==> config.mk <==
export PLATFORM = sky130hd
export DESIGN_NAME = spe_engine
export DESIGN_NICKNAME = d
export VERILOG_FILES = /design/src/shared/spe_pkg.sv /design/src/verilog/spe_sync.sv /design/src/verilog/spe_engine.sv
export SDC_FILE = /design/constraint.sdc
export NUM_CORES = 1
export LEC_CHECK = 0
export ABC_CLOCK_PERIOD_IN_PS = 6300
export BUFFER_PORTS_ARGS = -buffer_cell sky130_fd_sc_hd__buf_2
export CAP_MARGIN = 15
export CORE_MARGIN = 1
export CORE_UTILIZATION = 61
export CTS_CLUSTER_DIAMETER = 30
export DETAILED_ROUTE_END_ITERATION = 16
export PLACE_DENSITY_LB_ADDON = 0.15
export SLEW_MARGIN = 15
export SYNTH_ARGS = -nofsm -noshare
export SYNTH_HDL_FRONTEND = slang
export SYNTH_HIERARCHICAL = 1
export SYNTH_SLANG_ARGS = --single-unit
==> constraint.sdc <==
create_clock -name clk_sys_in -period 6.3 [get_ports clk_sys_in]
set_input_delay 1.26 -clock clk_sys_in [delete_from_list [all_inputs] [get_ports clk_sys_in]]
set_output_delay 1.26 -clock clk_sys_in [all_outputs]
set_load 0.02 [all_outputs]
==> src/shared/spe_pkg.sv <==
// Purpose: shared constants and types of the serial program execution engine
// Assumes: one system clock samples the serial pins; no software registers
// Notes: Overview of operation below lists the behaviour each tag refers to
//
// Overview of operation
// - forced no-op runs during first opcode fetch
// - no-op opcode holds cpu for 16-bit word
// - held cpu sits frozen in fourth phase
// - one-word first cycle overlaps next opcode fetch
// - dummy word after second no-op is ignored
// - after dummy word cpu runs second cycle
// - two-word first cycle overlaps next opcode fetch
// - word after second no-op is operand
// - operand done, second cycle overlaps next fetch
// - write opcode fetched during previous execution
// - write opcode collects sixteen data bits
// - first write cycle spans first four bits
// - write data not applied before second cycle
// - second write cycle programs word, fetches next
// - programming stops once serial clock is low
// - data latched on falling edge, lsb first
// - opcode 0000 no-op, 1100-1111 table writes
package spe_pkg;
   localparam int SPE_OP_W = 4;            // width of a serial opcode
   localparam int SPE_WORD_W = 16;         // width of an instruction or data word
   localparam int SPE_CNT_W = 5;           // bit counter width
   localparam logic [4:0] SPE_FETCH_LEN = 5'h04;   // bits in an opcode fetch
   localparam logic [4:0] SPE_WORD_LEN = 5'h10;    // bits in a full word shift
   localparam logic [4:0] SPE_TW_FIRST_LEN = 5'h04; // write data bits in first cycle
   localparam logic [4:0] SPE_TW_REST_LEN = 5'h0c;  // remaining write data bits
   localparam logic [3:0] SPE_OP_NOP = 4'h0;        // opcode of the no-op
   localparam logic [1:0] SPE_TW_MARK = 2'h3;       // upper opcode bits of table writes
   localparam logic [1:0] SPE_PHASE_FOURTH = 2'h3;  // fourth internal phase
   localparam int SPE_SYNC_W = 3;                   // clock, data, voltage pins

   // engine states
   typedef enum logic [2:0] {
      SPE_IDLE,
      SPE_FETCH,
      SPE_SHIFT_WORD,
      SPE_TW_FIRST,
      SPE_TW_REST
   } spe_state_t;

   // what the cpu executes during a fetch phase
   typedef enum logic [1:0] {
      SPE_EX_FORCED_NO_OP,
      SPE_EX_FIRST,
      SPE_EX_SECOND,
      SPE_EX_TW_SECOND
   } spe_exec_t;

   // word handed to the cpu after a 16-bit shift
   typedef struct packed {
      logic valid;                  // one-cycle strobe
      logic second;                 // dummy or operand for a second cycle
      logic [15:0] data;            // shifted word, lsb arrived first
   } spe_word_t;

   // table write handed to the memory
   typedef struct packed {
      logic start;                  // first cycle strobe
      logic commit;                 // second cycle strobe, data valid
      logic [1:0] ptr_mode;         // none, post-inc, post-dec, pre-inc
      logic [15:0] data;            // word to program
   } spe_twrite_t;
endpackage

==> src/verilog/spe_sync.sv <==
// Purpose: two-flop synchroniser for the serial pins
// Assumes: inputs are asynchronous to clk_sys_in
// Notes: first stage feeds only the second stage
`timescale 1ns/1ps
module spe_sync #(
   parameter int WIDTH = 3
)
(
   input wire logic clk_sys_in,
   input wire logic rst_in,
   input wire logic ce_in,
   input wire logic [WIDTH-1:0] async_in,
   output logic [WIDTH-1:0] sync_out
);
   logic [WIDTH-1:0] meta_reg; // first stage, may go metastable

   // one generate loop, one pair of flops per pin
   genvar i;
   generate
      for (i = 0; i < WIDTH; i++)
      begin : g_bit
         always_ff @(posedge clk_sys_in or posedge rst_in)
         begin
            if (rst_in)
            begin
               meta_reg[i] <= 1'b0;
               sync_out[i] <= 1'b0;
            end
            else if (ce_in)
            begin
               meta_reg[i] <= async_in[i];
               sync_out[i] <= meta_reg[i];
            end
         end
      end
   endgenerate
endmodule

==> src/verilog/spe_engine.sv <==
// Purpose: serial execution state machine of the programming mode
// Assumes: serial clock is far slower than clk_sys_in (160 ns vs 20 ns)
// Notes: table read flows are outside this block
`timescale 1ns/1ps
module spe_engine
(
   input wire logic clk_sys_in,
   input wire logic rst_in,
   input wire logic ce_in,
   input wire logic serial_clock_pin_in,
   input wire logic serial_data_pin_in,
   input wire logic reset_program_voltage_pin_in,
   input wire logic cpu_two_cycle_in,
   output logic serial_data_pin_out,
   output logic serial_data_pin_oe_out,
   output logic mode_active_out,
   output logic cpu_hold_out,
   output logic [1:0] cpu_phase_out,
   output logic exec_start_out,
   output spe_pkg::spe_exec_t exec_kind_out,
   output spe_pkg::spe_word_t word_out,
   output spe_pkg::spe_twrite_t twrite_out,
   output logic program_enable_out
);
   import spe_pkg::*;

   logic [SPE_SYNC_W-1:0] pins_sync; // synchronised clock, data, voltage
   logic sclk; // synchronised serial clock
   logic sdat; // synchronised serial data
   logic vpp; // synchronised program voltage level
   logic sclk_prev_reg; // last serial clock sample
   logic fall; // falling serial clock edge
   spe_state_t state_reg;
   spe_state_t state_next;
   logic [SPE_CNT_W-1:0] cnt_reg; // bits latched in this phase
   logic [SPE_WORD_W-1:0] shift_reg; // lsb-first shifter
   logic [SPE_WORD_W-1:0] shift_next;
   logic [SPE_CNT_W-1:0] len; // length of current phase
   logic last; // falling edge that ends the phase
   logic [SPE_OP_W-1:0] opcode; // opcode completed by this edge
   logic second_pending_reg; // next word belongs to a second cycle
   logic [1:0] ptr_mode_reg; // pointer mode of the write in progress

   spe_sync #(
      .WIDTH(SPE_SYNC_W)
   ) u_sync (
      .clk_sys_in(clk_sys_in),
      .rst_in(rst_in),
      .ce_in(ce_in),
      .async_in({reset_program_voltage_pin_in, serial_data_pin_in, serial_clock_pin_in}),
      .sync_out(pins_sync)
   );

   assign sclk = pins_sync[0];
   assign sdat = pins_sync[1];
   assign vpp = pins_sync[2];
   assign fall = sclk_prev_reg & ~sclk;
   assign shift_next = {sdat, shift_reg[SPE_WORD_W-1:1]};
   assign opcode = shift_next[SPE_WORD_W-1 -: SPE_OP_W];

   // phase length per state
   always_comb
   begin
      case (state_reg)
         SPE_FETCH: len = SPE_FETCH_LEN;
         SPE_SHIFT_WORD: len = SPE_WORD_LEN;
         SPE_TW_FIRST: len = SPE_TW_FIRST_LEN;
         SPE_TW_REST: len = SPE_TW_REST_LEN;
         default: len = SPE_FETCH_LEN;
      endcase
   end

   assign last = fall && (cnt_reg == len - 5'h01);

   // edge detector sits behind the synchroniser, never on its first stage
   always_ff @(posedge clk_sys_in or posedge rst_in)
   begin
      if (rst_in)
         sclk_prev_reg <= 1'b0;
      else if (ce_in)
         sclk_prev_reg <= sclk;
   end

   // next state on the edge that closes a phase
   always_comb
   begin
      state_next = state_reg;
      if (!vpp)
         state_next = SPE_IDLE;
      else
      begin
         case (state_reg)
            SPE_IDLE:
               state_next = SPE_FETCH;
            SPE_FETCH:
               if (last)
               begin
                  // table writes skip the word shift, all else awaits a word
                  if (opcode[3:2] == SPE_TW_MARK)
                     state_next = SPE_TW_FIRST;
                  else
                     state_next = SPE_SHIFT_WORD;
               end
            SPE_SHIFT_WORD:
               if (last)
                  state_next = SPE_FETCH;
            SPE_TW_FIRST:
               if (last)
                  state_next = SPE_TW_REST;
            SPE_TW_REST:
               if (last)
                  state_next = SPE_FETCH;
            default:
               state_next = SPE_IDLE;
         endcase
      end
   end

   // state register
   always_ff @(posedge clk_sys_in or posedge rst_in)
   begin
      if (rst_in)
         state_reg <= SPE_IDLE;
      else if (ce_in)
         state_reg <= state_next;
   end

   // bit counter restarts at every phase boundary
   always_ff @(posedge clk_sys_in or posedge rst_in)
   begin
      if (rst_in)
         cnt_reg <= '0;
      else if (ce_in)
      begin
         if (state_next != state_reg || last)
            cnt_reg <= '0;
         else if (fall && state_reg != SPE_IDLE)
            cnt_reg <= cnt_reg + 5'h01;
      end
   end

   // shifter; write data keeps filling across the 4 plus 12 split
   always_ff @(posedge clk_sys_in or posedge rst_in)
   begin
      if (rst_in)
         shift_reg <= '0;
      else if (ce_in)
      begin
         if (state_reg == SPE_IDLE)
            shift_reg <= '0;
         else if (fall)
            shift_reg <= shift_next;
      end
   end

   // second-cycle bookkeeping, a first word the cpu flags as two-cycle leads to the second word
   always_ff @(posedge clk_sys_in or posedge rst_in)
   begin
      if (rst_in)
         second_pending_reg <= 1'b0;
      else if (ce_in)
      begin
         if (state_reg == SPE_IDLE)
            second_pending_reg <= 1'b0;
         else if (state_reg == SPE_SHIFT_WORD && last)
            second_pending_reg <= ~second_pending_reg & cpu_two_cycle_in;
      end
   end

   // cpu execution control and phase
   always_ff @(posedge clk_sys_in or posedge rst_in)
   begin
      if (rst_in)
      begin
         cpu_hold_out <= 1'b1;
         cpu_phase_out <= SPE_PHASE_FOURTH;
         exec_start_out <= 1'b0;
         exec_kind_out <= SPE_EX_FORCED_NO_OP;
         mode_active_out <= 1'b0;
      end
      else if (ce_in)
      begin
         mode_active_out <= (state_next != SPE_IDLE);
         exec_start_out <= 1'b0;
         case (state_next)
            SPE_FETCH, SPE_TW_FIRST:
            begin
               cpu_hold_out <= 1'b0;
               // phase follows the bits of the four-clock cycle
               if (state_next != state_reg)
                  cpu_phase_out <= 2'h0;
               else if (fall)
                  cpu_phase_out <= cnt_reg[1:0] + 2'h1;
            end
            SPE_SHIFT_WORD, SPE_TW_REST:
            begin
               cpu_hold_out <= 1'b1;
               cpu_phase_out <= SPE_PHASE_FOURTH;
            end
            default:
            begin
               cpu_hold_out <= 1'b1;
               cpu_phase_out <= SPE_PHASE_FOURTH;
            end
         endcase
         if (state_reg == SPE_IDLE && state_next == SPE_FETCH)
         begin
            exec_start_out <= 1'b1;
            exec_kind_out <= SPE_EX_FORCED_NO_OP;
         end
         else if (state_reg == SPE_SHIFT_WORD && state_next == SPE_FETCH)
         begin
            exec_start_out <= 1'b1;
            exec_kind_out <= second_pending_reg ? SPE_EX_SECOND : SPE_EX_FIRST;
         end
         else if (state_reg == SPE_TW_REST && state_next == SPE_FETCH)
         begin
            exec_start_out <= 1'b1;
            exec_kind_out <= SPE_EX_TW_SECOND;
         end
      end
   end

   // word delivery; dummy or operand is flagged as second
   always_ff @(posedge clk_sys_in or posedge rst_in)
   begin
      if (rst_in)
         word_out <= '0;
      else if (ce_in)
      begin
         word_out.valid <= 1'b0;
         if (state_reg == SPE_SHIFT_WORD && last && vpp)
         begin
            word_out.valid <= 1'b1;
            word_out.second <= second_pending_reg;
            word_out.data <= shift_next;
         end
      end
   end

   // table write: start on opcode, commit only when the second cycle begins
   always_ff @(posedge clk_sys_in or posedge rst_in)
   begin
      if (rst_in)
      begin
         twrite_out <= '0;
         ptr_mode_reg <= 2'h0;
      end
      else if (ce_in)
      begin
         twrite_out.start <= 1'b0;
         twrite_out.commit <= 1'b0;
         if (state_reg == SPE_FETCH && state_next == SPE_TW_FIRST)
         begin
            twrite_out.start <= 1'b1;
            twrite_out.ptr_mode <= opcode[1:0];
            ptr_mode_reg <= opcode[1:0];
         end
         else if (state_reg == SPE_TW_REST && state_next == SPE_FETCH)
         begin
            twrite_out.commit <= 1'b1;
            twrite_out.ptr_mode <= ptr_mode_reg;
            twrite_out.data <= shift_next;
         end
      end
   end

   // program pulse lasts while the clock is high before the first fetch bit
   always_ff @(posedge clk_sys_in or posedge rst_in)
   begin
      if (rst_in)
         program_enable_out <= 1'b0;
      else if (ce_in)
         program_enable_out <= vpp && state_reg == SPE_FETCH && cnt_reg == '0
            && exec_kind_out == SPE_EX_TW_SECOND && sclk && !fall;
   end

   // data pin stays an input throughout these sequences
   always_ff @(posedge clk_sys_in or posedge rst_in)
   begin
      if (rst_in)
      begin
         serial_data_pin_out <= 1'b0;
         serial_data_pin_oe_out <= 1'b0;
      end
      else if (ce_in)
      begin
         serial_data_pin_out <= 1'b0;
         serial_data_pin_oe_out <= 1'b0;
      end
   end
endmodule

Word-level counts from Yosys, hierarchy flattened
Cells that the tools add are included.
{"block": "word_totals", "register_bits": 80, "latchBits": 0, "ramBits": 0, "romBits": 0, "inputBits": 7, "out_inout_bits": 48, "word_cells": 108, "n_memories": 0}
{"block": "classes", "add_sub_neg": 3, "n_mul": 0, "n_div": 0, "order_cmp": 0, "eq_ne": 11, "n_shift": 0, "mux": 29, "bitwise": 5, "reduce_logical": 35}
{"operator": "16-bit 2-to-1 mux", "count": 2}
{"operator": "19-bit 2-to-1 mux", "count": 1}
{"operator": "18-bit 2-to-1 mux", "count": 1}
{"operator": "2-bit 2-to-1 mux", "count": 8}
{"operator": "2-bit AND reduction", "count": 8}
{"operator": "1-bit logical AND", "count": 13}
{"operator": "3-bit 2-to-1 mux", "count": 4}
{"operator": "3-bit case mux with 4 select lines", "count": 1}
{"operator": "5-bit 2-to-1 mux", "count": 2}
{"operator": "5-bit case mux with 2 select lines", "count": 1}
{"operator": "3-bit by 2-bit equality test with 1-bit output (second input constant)", "count": 3}
{"operator": "1-bit 2-to-1 mux", "count": 9}
{"operator": "3-bit nonzero test", "count": 3}
{"operator": "2-bit nonzero test", "count": 4}
{"operator": "3-bit by 1-bit equality test with 1-bit output (second input constant)", "count": 2}
{"operator": "5-bit by 1-bit adder with 5-bit output (second input constant)", "count": 1}
{"operator": "5-bit equality test", "count": 1}
{"operator": "5-bit zero test", "count": 1}
{"operator": "5-bit by 1-bit subtractor with 5-bit output (second input constant)", "count": 1}
{"operator": "2-bit equality test (second input constant)", "count": 2}
{"operator": "2-bit OR reduction", "count": 2}
{"operator": "3-bit equality test (second input constant)", "count": 1}
{"operator": "3-bit zero test", "count": 1}
{"operator": "3-bit != test", "count": 1}
{"operator": "other kinds (7)", "count": 10}

Longest topological paths before layout
Gate-level depths: netlist (run 1).
{"block": "logic_depth", "word_depth": 13, "depth_mapped": 8, "mapped_depth_nobuf": 6}

Cells and area by module
The synthesis (run 1) kept the hierarchy.
{"module": "spe_engine", "instances": 1, "cells_per_inst": 277, "area_each_um2": 3313.2, "seq_area_each_um2": 1830.5}
{"module": "spe_sync", "instances": 1, "cells_per_inst": 14, "area_each_um2": 255.2, "seq_area_each_um2": 150.1}

Worst setup path before layout (run 1)
OpenSTA, ideal clock, no wires.
{"block": "synth_path", "path_type": "input-to-reg", "from": "input port ce_in", "to": "register cnt_reg[4]", "setup_ns": 0.078, "t_arrival_ns": 2.553, "required_time_ns": 6.222, "setup_slack_ns": 3.669, "path_stages": 6, "n_path_buf": 2, "cell_sequence": "clkbuf_1 -> and3_1 -> clkbuf_1 -> nand2_1 -> or3_1 -> a21oi_1"}
{"block": "synth_between", "elab_chain_len": 1}
{"element": "start, declared", "line": "spe_engine.sv:9", "text": "input wire logic ce_in,"}
{"element": "2-bit AND reduction (no line)"}
{"element": "end signal, assigned", "line": "spe_engine.sv:138", "text": "cnt_reg <= cnt_reg + 5'h01;"}
{"element": "end, declared", "line": "spe_engine.sv:35", "text": "logic [SPE_CNT_W-1:0] cnt_reg;"}
Every way passes these cells.
A chain may end at the register's enable or synchronous reset.

Worst setup path in the final report (run 1)
Ends and elaborated chain as after synthesis.

==> run metrics, run 1 <==
max-slew violations=0; Hold Crit Class=reg2reg; Skew-Pair Late Insertion Delay=roughly 0.35 ns; final instance area=roughly 4000 um^2; crit path kind=in2reg; Post-Syn Instances=around 290; hold wc startpoint=ptr_mode_reg[1]$_DFFE_PP0P_; Post-synth EDFFs=0; WHS=about 0.48 ns; Seq pwr share=55.1%; Synth cell types=53; Antenna Cells=0; Pleak=around 2.0 nW; drt wl/cell=17.1 um; Final setup viols=0; CP max FO=26; critical path arrival=roughly 3.1 ns; All-Layer GR Usage=between 20% and 30%; sw frac=28.5%; DR DRC count=0; postcts setup bufs=0; 1st-pass router iterations=4; Clock Root Buffer=clkbuf_8; Pint=715 uW; Total Wirelength=7030 um; mean post-synth cell area=12.3 um^2; initial core utilization=64.0%; Slew @ Worst Pin=1.06 ns; hold path cells=2; synthesized flop and latch total=79; antenna viol nets, final=0; R2R depth=5; WP data required=6.56 ns; Worst IR Drop VDD=0.183 mV; CTS Sinks=79; maximum number of pins on one net before global-route repair=74; setup_tns=0 ns; post-layout util=71.5%; # hold bufs at CTS=0; nets@finish=344; Core Area=roughly 5600 um^2; Post-Syn Area=approximately 3600 um^2; row count=27; r2r setup slk=3.74 ns; first-pass GRT wire length=between 10,000 and 15,000 um; final critical-path setup slack=approximately 3.4 ns; clock slew at reported path FFs=around 0.090 ns; final period utilization=45.6%; Placed Instances=396; Period minus WS final=2.87 ns; CP Capture Type=register; FMAX=between 300 and 400 MHz; num ports=between 50 and 60; clock power share=34.3%; clk_skew=0.00987 ns; pre-CTS WS=just over 3 ns; Vias=2,436; startpoint types=primary input; max FFs per register=20; post-synthesis sequential area ratio=a little under three fifths; net switching power=285 uW; CTS tree=done; top_reg_cell synth=dfrtp_1; H-tree Lvls=3; DPL Wire Length=4680 um; initial antenna violation count=0; dpl cell area=3810 um^2; share of cells above drive strength 1=33.5%; Combinational Power Share=10.6%; relative slew slack=28.8%; DR iter-0 viols=184; routability cong.=roughly 0.83; RSZ-0062 raised after global routing=false; CTS Buf Count=9; Cell Pwr Density=251 nW/um^2; Tot Pwr=1.00 mW; Die Y=a little under 80 um; RR Endpoint=word_out[2]$_DFFE_PP0P_; Max Cap Violations=0; die width=between 70 and 80 um; RR Startpoint=cnt_reg[0]$_DFFE_PP0P_; DR vias/cell=5.91; total gr overflow=0; share of synthesized flip-flops with an asynchronous set or reset=100%; Area Growth Syn to Fin=11.7%; Final Hold Viols=0; PortBufs=52; Die ar.=between 6000 and 7000 um^2; run status=finished clean; Synth Warn #=6; clk buf depth=2; WHS Endpoint=ptr_mode_reg[1]$_DFFE_PP0P_; CTS resizes=0; Finished Layout Cells=between 400 and 500; vias in the first global route=around 2,300
## Yosys cell counts (all sizes together) (4+ instances only)
| cell | instances | area share, % |
|---|---|---|
| a22o | 17 | 4.2 |
| nor2 | 10 | 1.1 |
| inv | 13 | 1.4 |
| nor3 | 5 | 0.70 |
| nand3 | 8 | 1.3 |
| o21ai | 18 | 2.5 |
| xnor2 | 5 | 1.2 |
| or3 | 4 | 0.70 |
| buf | 13 | 2.6 |
| clkbuf | 8 | 0.84 |
| a21oi | 5 | 0.70 |
| mux2 | 39 | 14 |
| nand2 | 15 | 1.6 |
| dfrtp | 76 | 53 |
## how the worst max path moves through the flow
stage                start                         end  slack, ns  cells past startpoint
global route         ce_in      cnt_reg[4]$_DFFE_PP0P_       3.33                      5
global placement     ce_in  twrite_out[12]$_DFFE_PP0P_       3.16                      5
floorplan           rst_in      cnt_reg[0]$_DFFE_PP0P_       3.19                      1
finish               ce_in      cnt_reg[4]$_DFFE_PP0P_       3.43                      5
detailed placement   ce_in      cnt_reg[4]$_DFFE_PP0P_       3.06                      5
CTS                  ce_in      cnt_reg[4]$_DFFE_PP0P_       3.41                      5
## power groups by stage
| stage | Clock [mW] | Combinational (mW) | Sequential, mW |
|---|---|---|---|
| after floorplan | 0 | 0.0786 | 0.559 |
| after global placement | 0 | 0.102 | 0.560 |
| after detailed placement | 0 | 0.105 | 0.561 |
| after CTS | 0.350 | 0.106 | 0.551 |
| after global routing | 0.372 | 0.116 | 0.554 |
| final | 0.344 | 0.106 | 0.551 |
## layout make-up
class	instances	area, um^2
clock buffers	9	124
clock inverters	7	55.1
fillers	406	1590
inverters	13	48.8
multi-input cells	179	1420
flip-flops and latches	79	1980
well taps	72	90.1
repair buffers	53	268
## worst max-delay path, stage by stage
cell and delay (ns):
buf_2 0.43, and3_1 0.72, nand2_1 0.19, or3_1 0.35
a21oi_1 0.17
## metal layers
layer	vias up	GRT usage, %	routed length [um]
met1	1205	35.2	3270
met4	0	12.4	134
met3	11	3.72	424
li1	1137	-	-
met2	83	36.7	3210
met5	-	0	0
## cells in the final DEF, fill, tap and decap left out, drive strengths merged, types with 4 or more instances in the layout
master | Yosys | routed
o21ai | 18 | 18
nand3 | 8 | 8
clkbuf | 8 | 9
a21oi | 5 | 5
xnor2 | 5 | 5
buf | 13 | 53
nand2 | 15 | 15
or3 | 4 | 4
mux2 | 39 | 39
nor3 | 5 | 5
inv | 13 | 17
nor2 | 10 | 10
a22o | 17 | 17
dfrtp | 76 | 76
## kinds of logic (layout without fill, tap and decap cells)
| family | Yosys count | in the layout | share of synthesized area, % |
|---|---|---|---|
| compound gates | 61 | 61 | 12.5 |
| mux | 40 | 40 | 14.2 |
| buf+inv | 34 | 82 | 4.80 |
| flops | 79 | 79 | 55.5 |
| simple gates | 66 | 66 | 10.2 |
| fa+ha+maj | 2 | 2 | 0.701 |
| other cells | 1 | 2 | 0.105 |
| xor+xnor | 8 | 8 | 1.96 |
No activity file was read; power rests on OpenSTA's default activity.
==> run 2: changes to the inputs <==
--- a/config.mk
+++ b/config.mk
@@ -5,11 +5,12 @@
 export SDC_FILE = /design/constraint.sdc
 export NUM_CORES = 1
 export LEC_CHECK = 0
-export ABC_CLOCK_PERIOD_IN_PS = 6300
+export ABC_AREA = 1
+export ABC_CLOCK_PERIOD_IN_PS = 2500
 export BUFFER_PORTS_ARGS = -buffer_cell sky130_fd_sc_hd__buf_2
 export CAP_MARGIN = 15
 export CORE_MARGIN = 1
-export CORE_UTILIZATION = 61
+export CORE_UTILIZATION = 51
 export CTS_CLUSTER_DIAMETER = 30
 export DETAILED_ROUTE_END_ITERATION = 16
 export PLACE_DENSITY_LB_ADDON = 0.15
==> constraint.sdc (replaced) <==
create_clock -name clk_sys_in -period 2.5 [get_ports clk_sys_in]
set_input_delay 0.5 -clock clk_sys_in [delete_from_list [all_inputs] [get_ports clk_sys_in]]
set_output_delay 0.5 -clock clk_sys_in [all_outputs]
set_load 0.02 [all_outputs]
==> run 2 against run 1 <==
Cell area up 3.1%. Critical endpoint is now twrite_out[16]$_DFFE_PP0P_. Setup slack worse by 3.1 ns. Utilization down 11 points.
==> run metrics, run 2 <==
share of synthesized flip-flops with an asynchronous set or reset=100%; CTS Buf Count=9; commonest non-fill, non-tap cells in the layout=nand2_1 (93), dfrtp_1 (76), buf_2 (52); Vias=2,666; postcts setup bufs=0; post-synthesis sequential area ratio=a little under three fifths; Pleak=2.14 nW; CTS Sinks=79; DPL Wire Length=roughly 4800 um; share of cells above drive strength 1=30.5%; clk_skew=about 0.0045 ns; initial core utilization=52.7%; final instance area=4110 um^2; H-tree Lvls=3; net switching power=717 uW; row count=30; sw frac=28.7%; crit-path cells=nor2_2 -> nand2_2 -> nand2_1 -> nand2_2 -> nand2_4 -> nand3_1 -> nand2_1 -> nand2_1 -> nand2_1 -> nand2_2 -> nand2_4 -> inv_2 -> nand3_1 -> nand2_1 -> nand2_1 -> inv_2 -> nand2_1 -> nand2_1; num ports=between 50 and 60; routability cong.=0.875; CP Capture Type=register; first-pass GRT wire length=12,600 um; Total Wirelength=7100 um; startpoint types=register; CTS tree=done; crit path kind=reg2reg; antenna viol nets, final=0; vias in the first global route=roughly 2,600; Final Hold Viols=0; Final setup viols=0; CP peak stage delay=0.50 ns; most used cell, CP=nand2_1; RSZ-0062 raised after global routing=false; Seq pwr share=54.9%; Cell Pwr Density=607 nW/um^2; clock power share=33.5%; PortBufs=52; FMAX=around 460 MHz; Post-synth EDFFs=0; DR iter-0 viols=~130; Worst IR Drop VDD=0.298 mV; post-synth top area cell=dfrtp_1; mean post-synth cell area=9.40 um^2; clock slew at reported path FFs=about 0.080 ns; All-Layer GR Usage=22.2%; DR vias/cell=4.96; CTS resizes=0; # hold bufs at CTS=0; Synth Warn #=6; critical path arrival=2.42 ns; total gr overflow=0; Period minus WS final=approximately 2.2 ns; Tot Pwr=2.50 mW; 1st-pass router iterations=4; slowest stage cell, crit path=dfrtp_1; Clock Root Buffer=clkbuf_8; top cells by count, synth=nand2_1 (93), dfrtp_1 (76), inv_1 (38); drt wl/cell=13.2 um; Hold Crit Class=in2async; Core Area=6790 um^2; run status=finished clean; CP max FO=7; Combinational Power Share=a little under an eighth; WP data required=2.74 ns; R2R depth=18; setup_tns=0 ns; M1 GR Usage=29.9%; synthesized flop and latch total=79; Post-Syn Area=3580 um^2; max FFs per register=20; Area contributors post-synth=dfrtp_1 (53%), nand2_1 (9.7%), inv_1 (4.0%); Pint=1.78 mW; Post-Syn Instances=381; clk buf depth=2; top_reg_cell synth=dfrtp_1; initial antenna violation count=0; Skew-Pair Late Insertion Delay=0.35 ns; Die ar.=7360 um^2; maximum number of pins on one net before global-route repair=74; count leader, synth=nand2_1; most common cell after layout, fill and taps aside=nand2_1; share of the synthesized area in the top cell type=53.1%; DR DRC count=0; met2 GRT Util=approximately a third; busiest grt layer=met2; max-slew violations=0; Antenna Cells=0; M3 GR Usage=6.83%; nets@finish=446; dpl cell area=between 3000 and 4000 um^2; Synth cell types=32; die width=85.8 um; final period utilization=87.0%; Max Cap Violations=0; Die Y=85.8 um; Area Growth Syn to Fin=14.8%
==> run 2: path summary, 6_finish.rpt <==
| path | slack (ns) | endpoint | start |
|---|---|---|---|
| setup / recovery | 0.33 | twrite_out[16]$_DFFE_PP0P_ | state_reg[1]$_DFFE_PP0P_ |
| hold / removal | 0.07 | u_sync/meta_reg[2]$_DFFE_PP0P_ | rst_in |
| setup reg to reg | 0.33 | twrite_out[16]$_DFFE_PP0P_ | state_reg[1]$_DFFE_PP0P_ |
| hold reg to reg | 0.48 | u_sync/meta_reg[2]$_DFFE_PP0P_ | u_sync/meta_reg[2]$_DFFE_PP0P_ |
| max in group asynchronous | 1.92 | cpu_hold_out$_DFFE_PP1P_ | rst_in |
| min in group clk_sys_in | 0.35 | u_sync/meta_reg[0]$_DFFE_PP0P_ | serial_clock_pin_in |
==> run 2: final cells by class <==
type,count,area (um^2)
Inverter,46,173
Tap cell,96,120
Clock buffer,10,128
Sequential cell,79,1980
Multi-Input combinational cell,242,1330
Timing Repair Buffer,59,338
Clock inverter,6,42.5
Fill cell,612,2680
==> run 2: power groups by stage <==
stage / clock network [mW] / logic [mW] / registers (mW)
finish: 0.836 / 0.291 / 1.37
global route: 0.927 / 0.327 / 1.38
CTS: 0.863 / 0.295 / 1.37
detailed placement: 0 / 0.294 / 1.40
global placement: 0 / 0.292 / 1.39
floorplan: 0 / 0.180 / 1.42
==> run 2: cells by family after synthesis <==
kind of cell    share of synthesized area (%)
simple gates                             23.4
flops                                    55.3
compound gates                           12.1
buf+inv                                  7.65
xor+xnor                                0.734
fa+ha+maj                               0.699
other cells                             0.105
==> run 2: layer usage <==
metal,share of wire (%),wire length [um]
met2,47,3300
met4,0.93,66
met1,49,3460
met3,3.7,262
met5,0,0
==> run 2: through the flow <==
step,setup slack [ns],instances,util (%),hold slack [ns]
after floorplan,0.152,382,-,0.291
after global placement,0.371,522,58.0,0.441
after detailed placement,0.358,522,58.0,0.442
after CTS,0.345,538,60.5,0.0585
after global routing,0.0460,538,60.5,0.0730
final,0.326,538,60.5,0.0713
==> run 2: worst max-delay path: cells and delay by family (launching register included) <==
kind / cells / cell delay (ns)
flip-flops: 1 / 0.50
AND/OR/NAND/NOR: 16 / 1.44
buffers and inverters: 2 / 0.12
==> run 3: changes to the inputs <==
--- a/config.mk
+++ b/config.mk
@@ -14,6 +14,7 @@
 export CTS_CLUSTER_DIAMETER = 30
 export DETAILED_ROUTE_END_ITERATION = 16
 export PLACE_DENSITY_LB_ADDON = 0.15
+export SETUP_SLACK_MARGIN = 0.1
 export SLEW_MARGIN = 15
 export SYNTH_ARGS = -nofsm -noshare
 export SYNTH_HDL_FRONTEND = slang
==> constraint.sdc (replaced) <==
create_clock -name clk_sys_in -period 2.5 [get_ports clk_sys_in]
set_input_delay 0.125 -clock clk_sys_in [delete_from_list [all_inputs] [get_ports clk_sys_in]]
set_output_delay 0.125 -clock clk_sys_in [all_outputs]
set_load 0.02 [all_outputs]
==> run 3 against run 2 <==
Critical path depth decreased by 3. Clock skew rose by 0.0043 ns. Setup slack better by 0.015 ns. First-iteration DRC count rose by 31%. Sequential share of layout area down 0.89 points. Maximum frequency is 0.70% higher. Hold slack better by 0.0038 ns. Largest cell class unchanged. Largest power group unchanged.
==> run metrics, run 3 (synthesized netlist as in run 2, its figures left out) <==
Hold Crit Class=in2reg; Combinational Power Share=11.2%; Total Wirelength=7340 um; Cell Pwr Density=636 nW/um^2; Die ar.=7360 um^2; final period utilization=86.4%; sw frac=27.2%; clk buf depth=2; max-slew violations=0; CTS Buf Count=9; Worst IR Drop VDD=0.313 mV; CP Capture Type=register; RSZ-0062 raised after global routing=false; clk_skew=0.00875 ns; setup_tns=0 ns; Max Cap Violations=0; initial antenna violation count=0; CP peak stage delay=0.49 ns; FMAX=approximately 460 MHz; Final Hold Viols=0; CTS tree=done; post-layout util=61.7%; antenna viol nets, final=0; CTS Sinks=79; CP max FO=33; total gr overflow=0; startpoint types=register; maximum number of pins on one net before global-route repair=74; most common cell after layout, fill and taps aside=nand2_1; CTS resizes=0; clock power share=37.4%; most used cell, CP=nand2_1; DPL Wire Length=5020 um; H-tree Lvls=3; vias in the first global route=2,699; Area Growth Syn to Fin=17.0%; Period minus WS final=2.16 ns; nets@finish=between 400 and 500; All-Layer GR Usage=22.4%; DR DRC count=0; drt wl/cell=13.5 um; Pint=1.94 mW; num ports=55; share of cells above drive strength 1=30.3%; pre-CTS WS=0.377 ns; WHS=between 0.07 and 0.08 ns; initial core utilization=a little over half; critical path arrival=2.40 ns; routability cong.=0.885; Die Y=85.8 um; DR iter-0 viols=176; WP data required=2.74 ns; crit path kind=reg2reg; final instance area=4190 um^2; first-pass GRT wire length=12,800 um; Antenna Cells=0; postcts setup bufs=0; Final setup viols=0; Core Area=approximately 6800 um^2; Skew-Pair Late Insertion Delay=approximately 0.35 ns; 1st-pass router iterations=4; Vias=2,683; PortBufs=52; Seq pwr share=51.4%; commonest non-fill, non-tap cells in the layout=nand2_1 (93), dfrtp_1 (76), buf_2 (52); crit-path cells=nor2_2 -> nand2_2 -> nand2_1 -> nand2_2 -> nand2_4 -> nand2_4 -> nand2_1 -> nand2_1 -> nand2_2 -> nand2_4 -> nor2_8 -> nand3_4 -> buf_12 -> nand2_1 -> o21ai_2; dpl cell area=3940 um^2; die width=about 86 um; Pleak=2.18 nW; Placed Instances=about 520; net switching power=roughly 730 uW; Finished Layout Cells=542; slowest stage cell, crit path=dfrtp_1; final critical-path setup slack=between 0.3 and 0.4 ns; Tot Pwr=2.67 mW; # hold bufs at CTS=4; DR vias/cell=4.95; Clock Root Buffer=clkbuf_8; max FFs per register=20; clock slew at reported path FFs=roughly 0.080 ns; run status=finished clean; row count=30
==> run 3: cell count changes in the layout (fill, tap and decap cells not counted), sizes merged <==
| cell | previous run | this run |
|---|---|---|
| bufinv | 0 | 1 |
| clkinvlp | 2 | 0 |
| inv | 47 | 46 |
| clkbuf | 10 | 12 |
| dlygate4sd3 | 0 | 4 |
==> run 3: power groups by stage <==
stage / sequential [mW] / combinational [mW] / clock, mW
after detailed placement: 1.40 / 0.297 / 0
after CTS: 1.37 / 0.302 / 1.02
after global placement: 1.39 / 0.294 / 0
after global routing: 1.38 / 0.336 / 1.07
after floorplan: 1.42 / 0.180 / 0
final: 1.37 / 0.298 / 0.997
==> run 3: critical path, delay by kind of cell (launching register included) <==
kind / cells / cell delay, ns
and+or+nand+nor: 13 / 1.27
DFF: 1 / 0.49
buffers and inverters: 1 / 0.19
AOI/OAI and AO/OA: 1 / 0.05
==> run 3: per-layer routing <==
metal | part of all wire, % | global-route usage, % | vias to the layer above
met5 | 0 | 0 | -
met4 | 1.3 | 9.24 | 0
met3 | 2.6 | 4.72 | 10
met2 | 48 | 36.1 | 46
met1 | 48 | 29.6 | 1265
li1 | - | - | 1362
==> run 3: final cells by class <==
cell class | count | area [um^2]
Inverter | 46 | 173
Tap cell | 96 | 120
Sequential cell | 79 | 1980
Clock buffer | 12 | 155
Multi-Input combinational cell | 242 | 1330
Fill cell | 600 | 2610
Clock inverter | 4 | 52.6
Timing Repair Buffer | 63 | 378
==> run 3: worst paths after layout <==
check | startpoint | endpoint | slack, ns | depth (start not counted)
min in group asynchronous | rst_in | u_sync/sync_out[2]$_DFFE_PP0P_ | 0.24 | 3
max in group asynchronous | rst_in | cpu_phase_out[0]$_DFFE_PP1P_ | 1.75 | 4
worst max register to register | state_reg[1]$_DFFE_PP0P_ | twrite_out[14]$_DFFE_PP0P_ | 0.34 | 15
worst min-delay path | ce_in | u_sync/meta_reg[1]$_DFFE_PP0P_ | 0.08 | 3
worst min register to register | u_sync/meta_reg[1]$_DFFE_PP0P_ | u_sync/meta_reg[1]$_DFFE_PP0P_ | 0.48 | 2
worst max-delay path | state_reg[1]$_DFFE_PP0P_ | twrite_out[14]$_DFFE_PP0P_ | 0.34 | 15
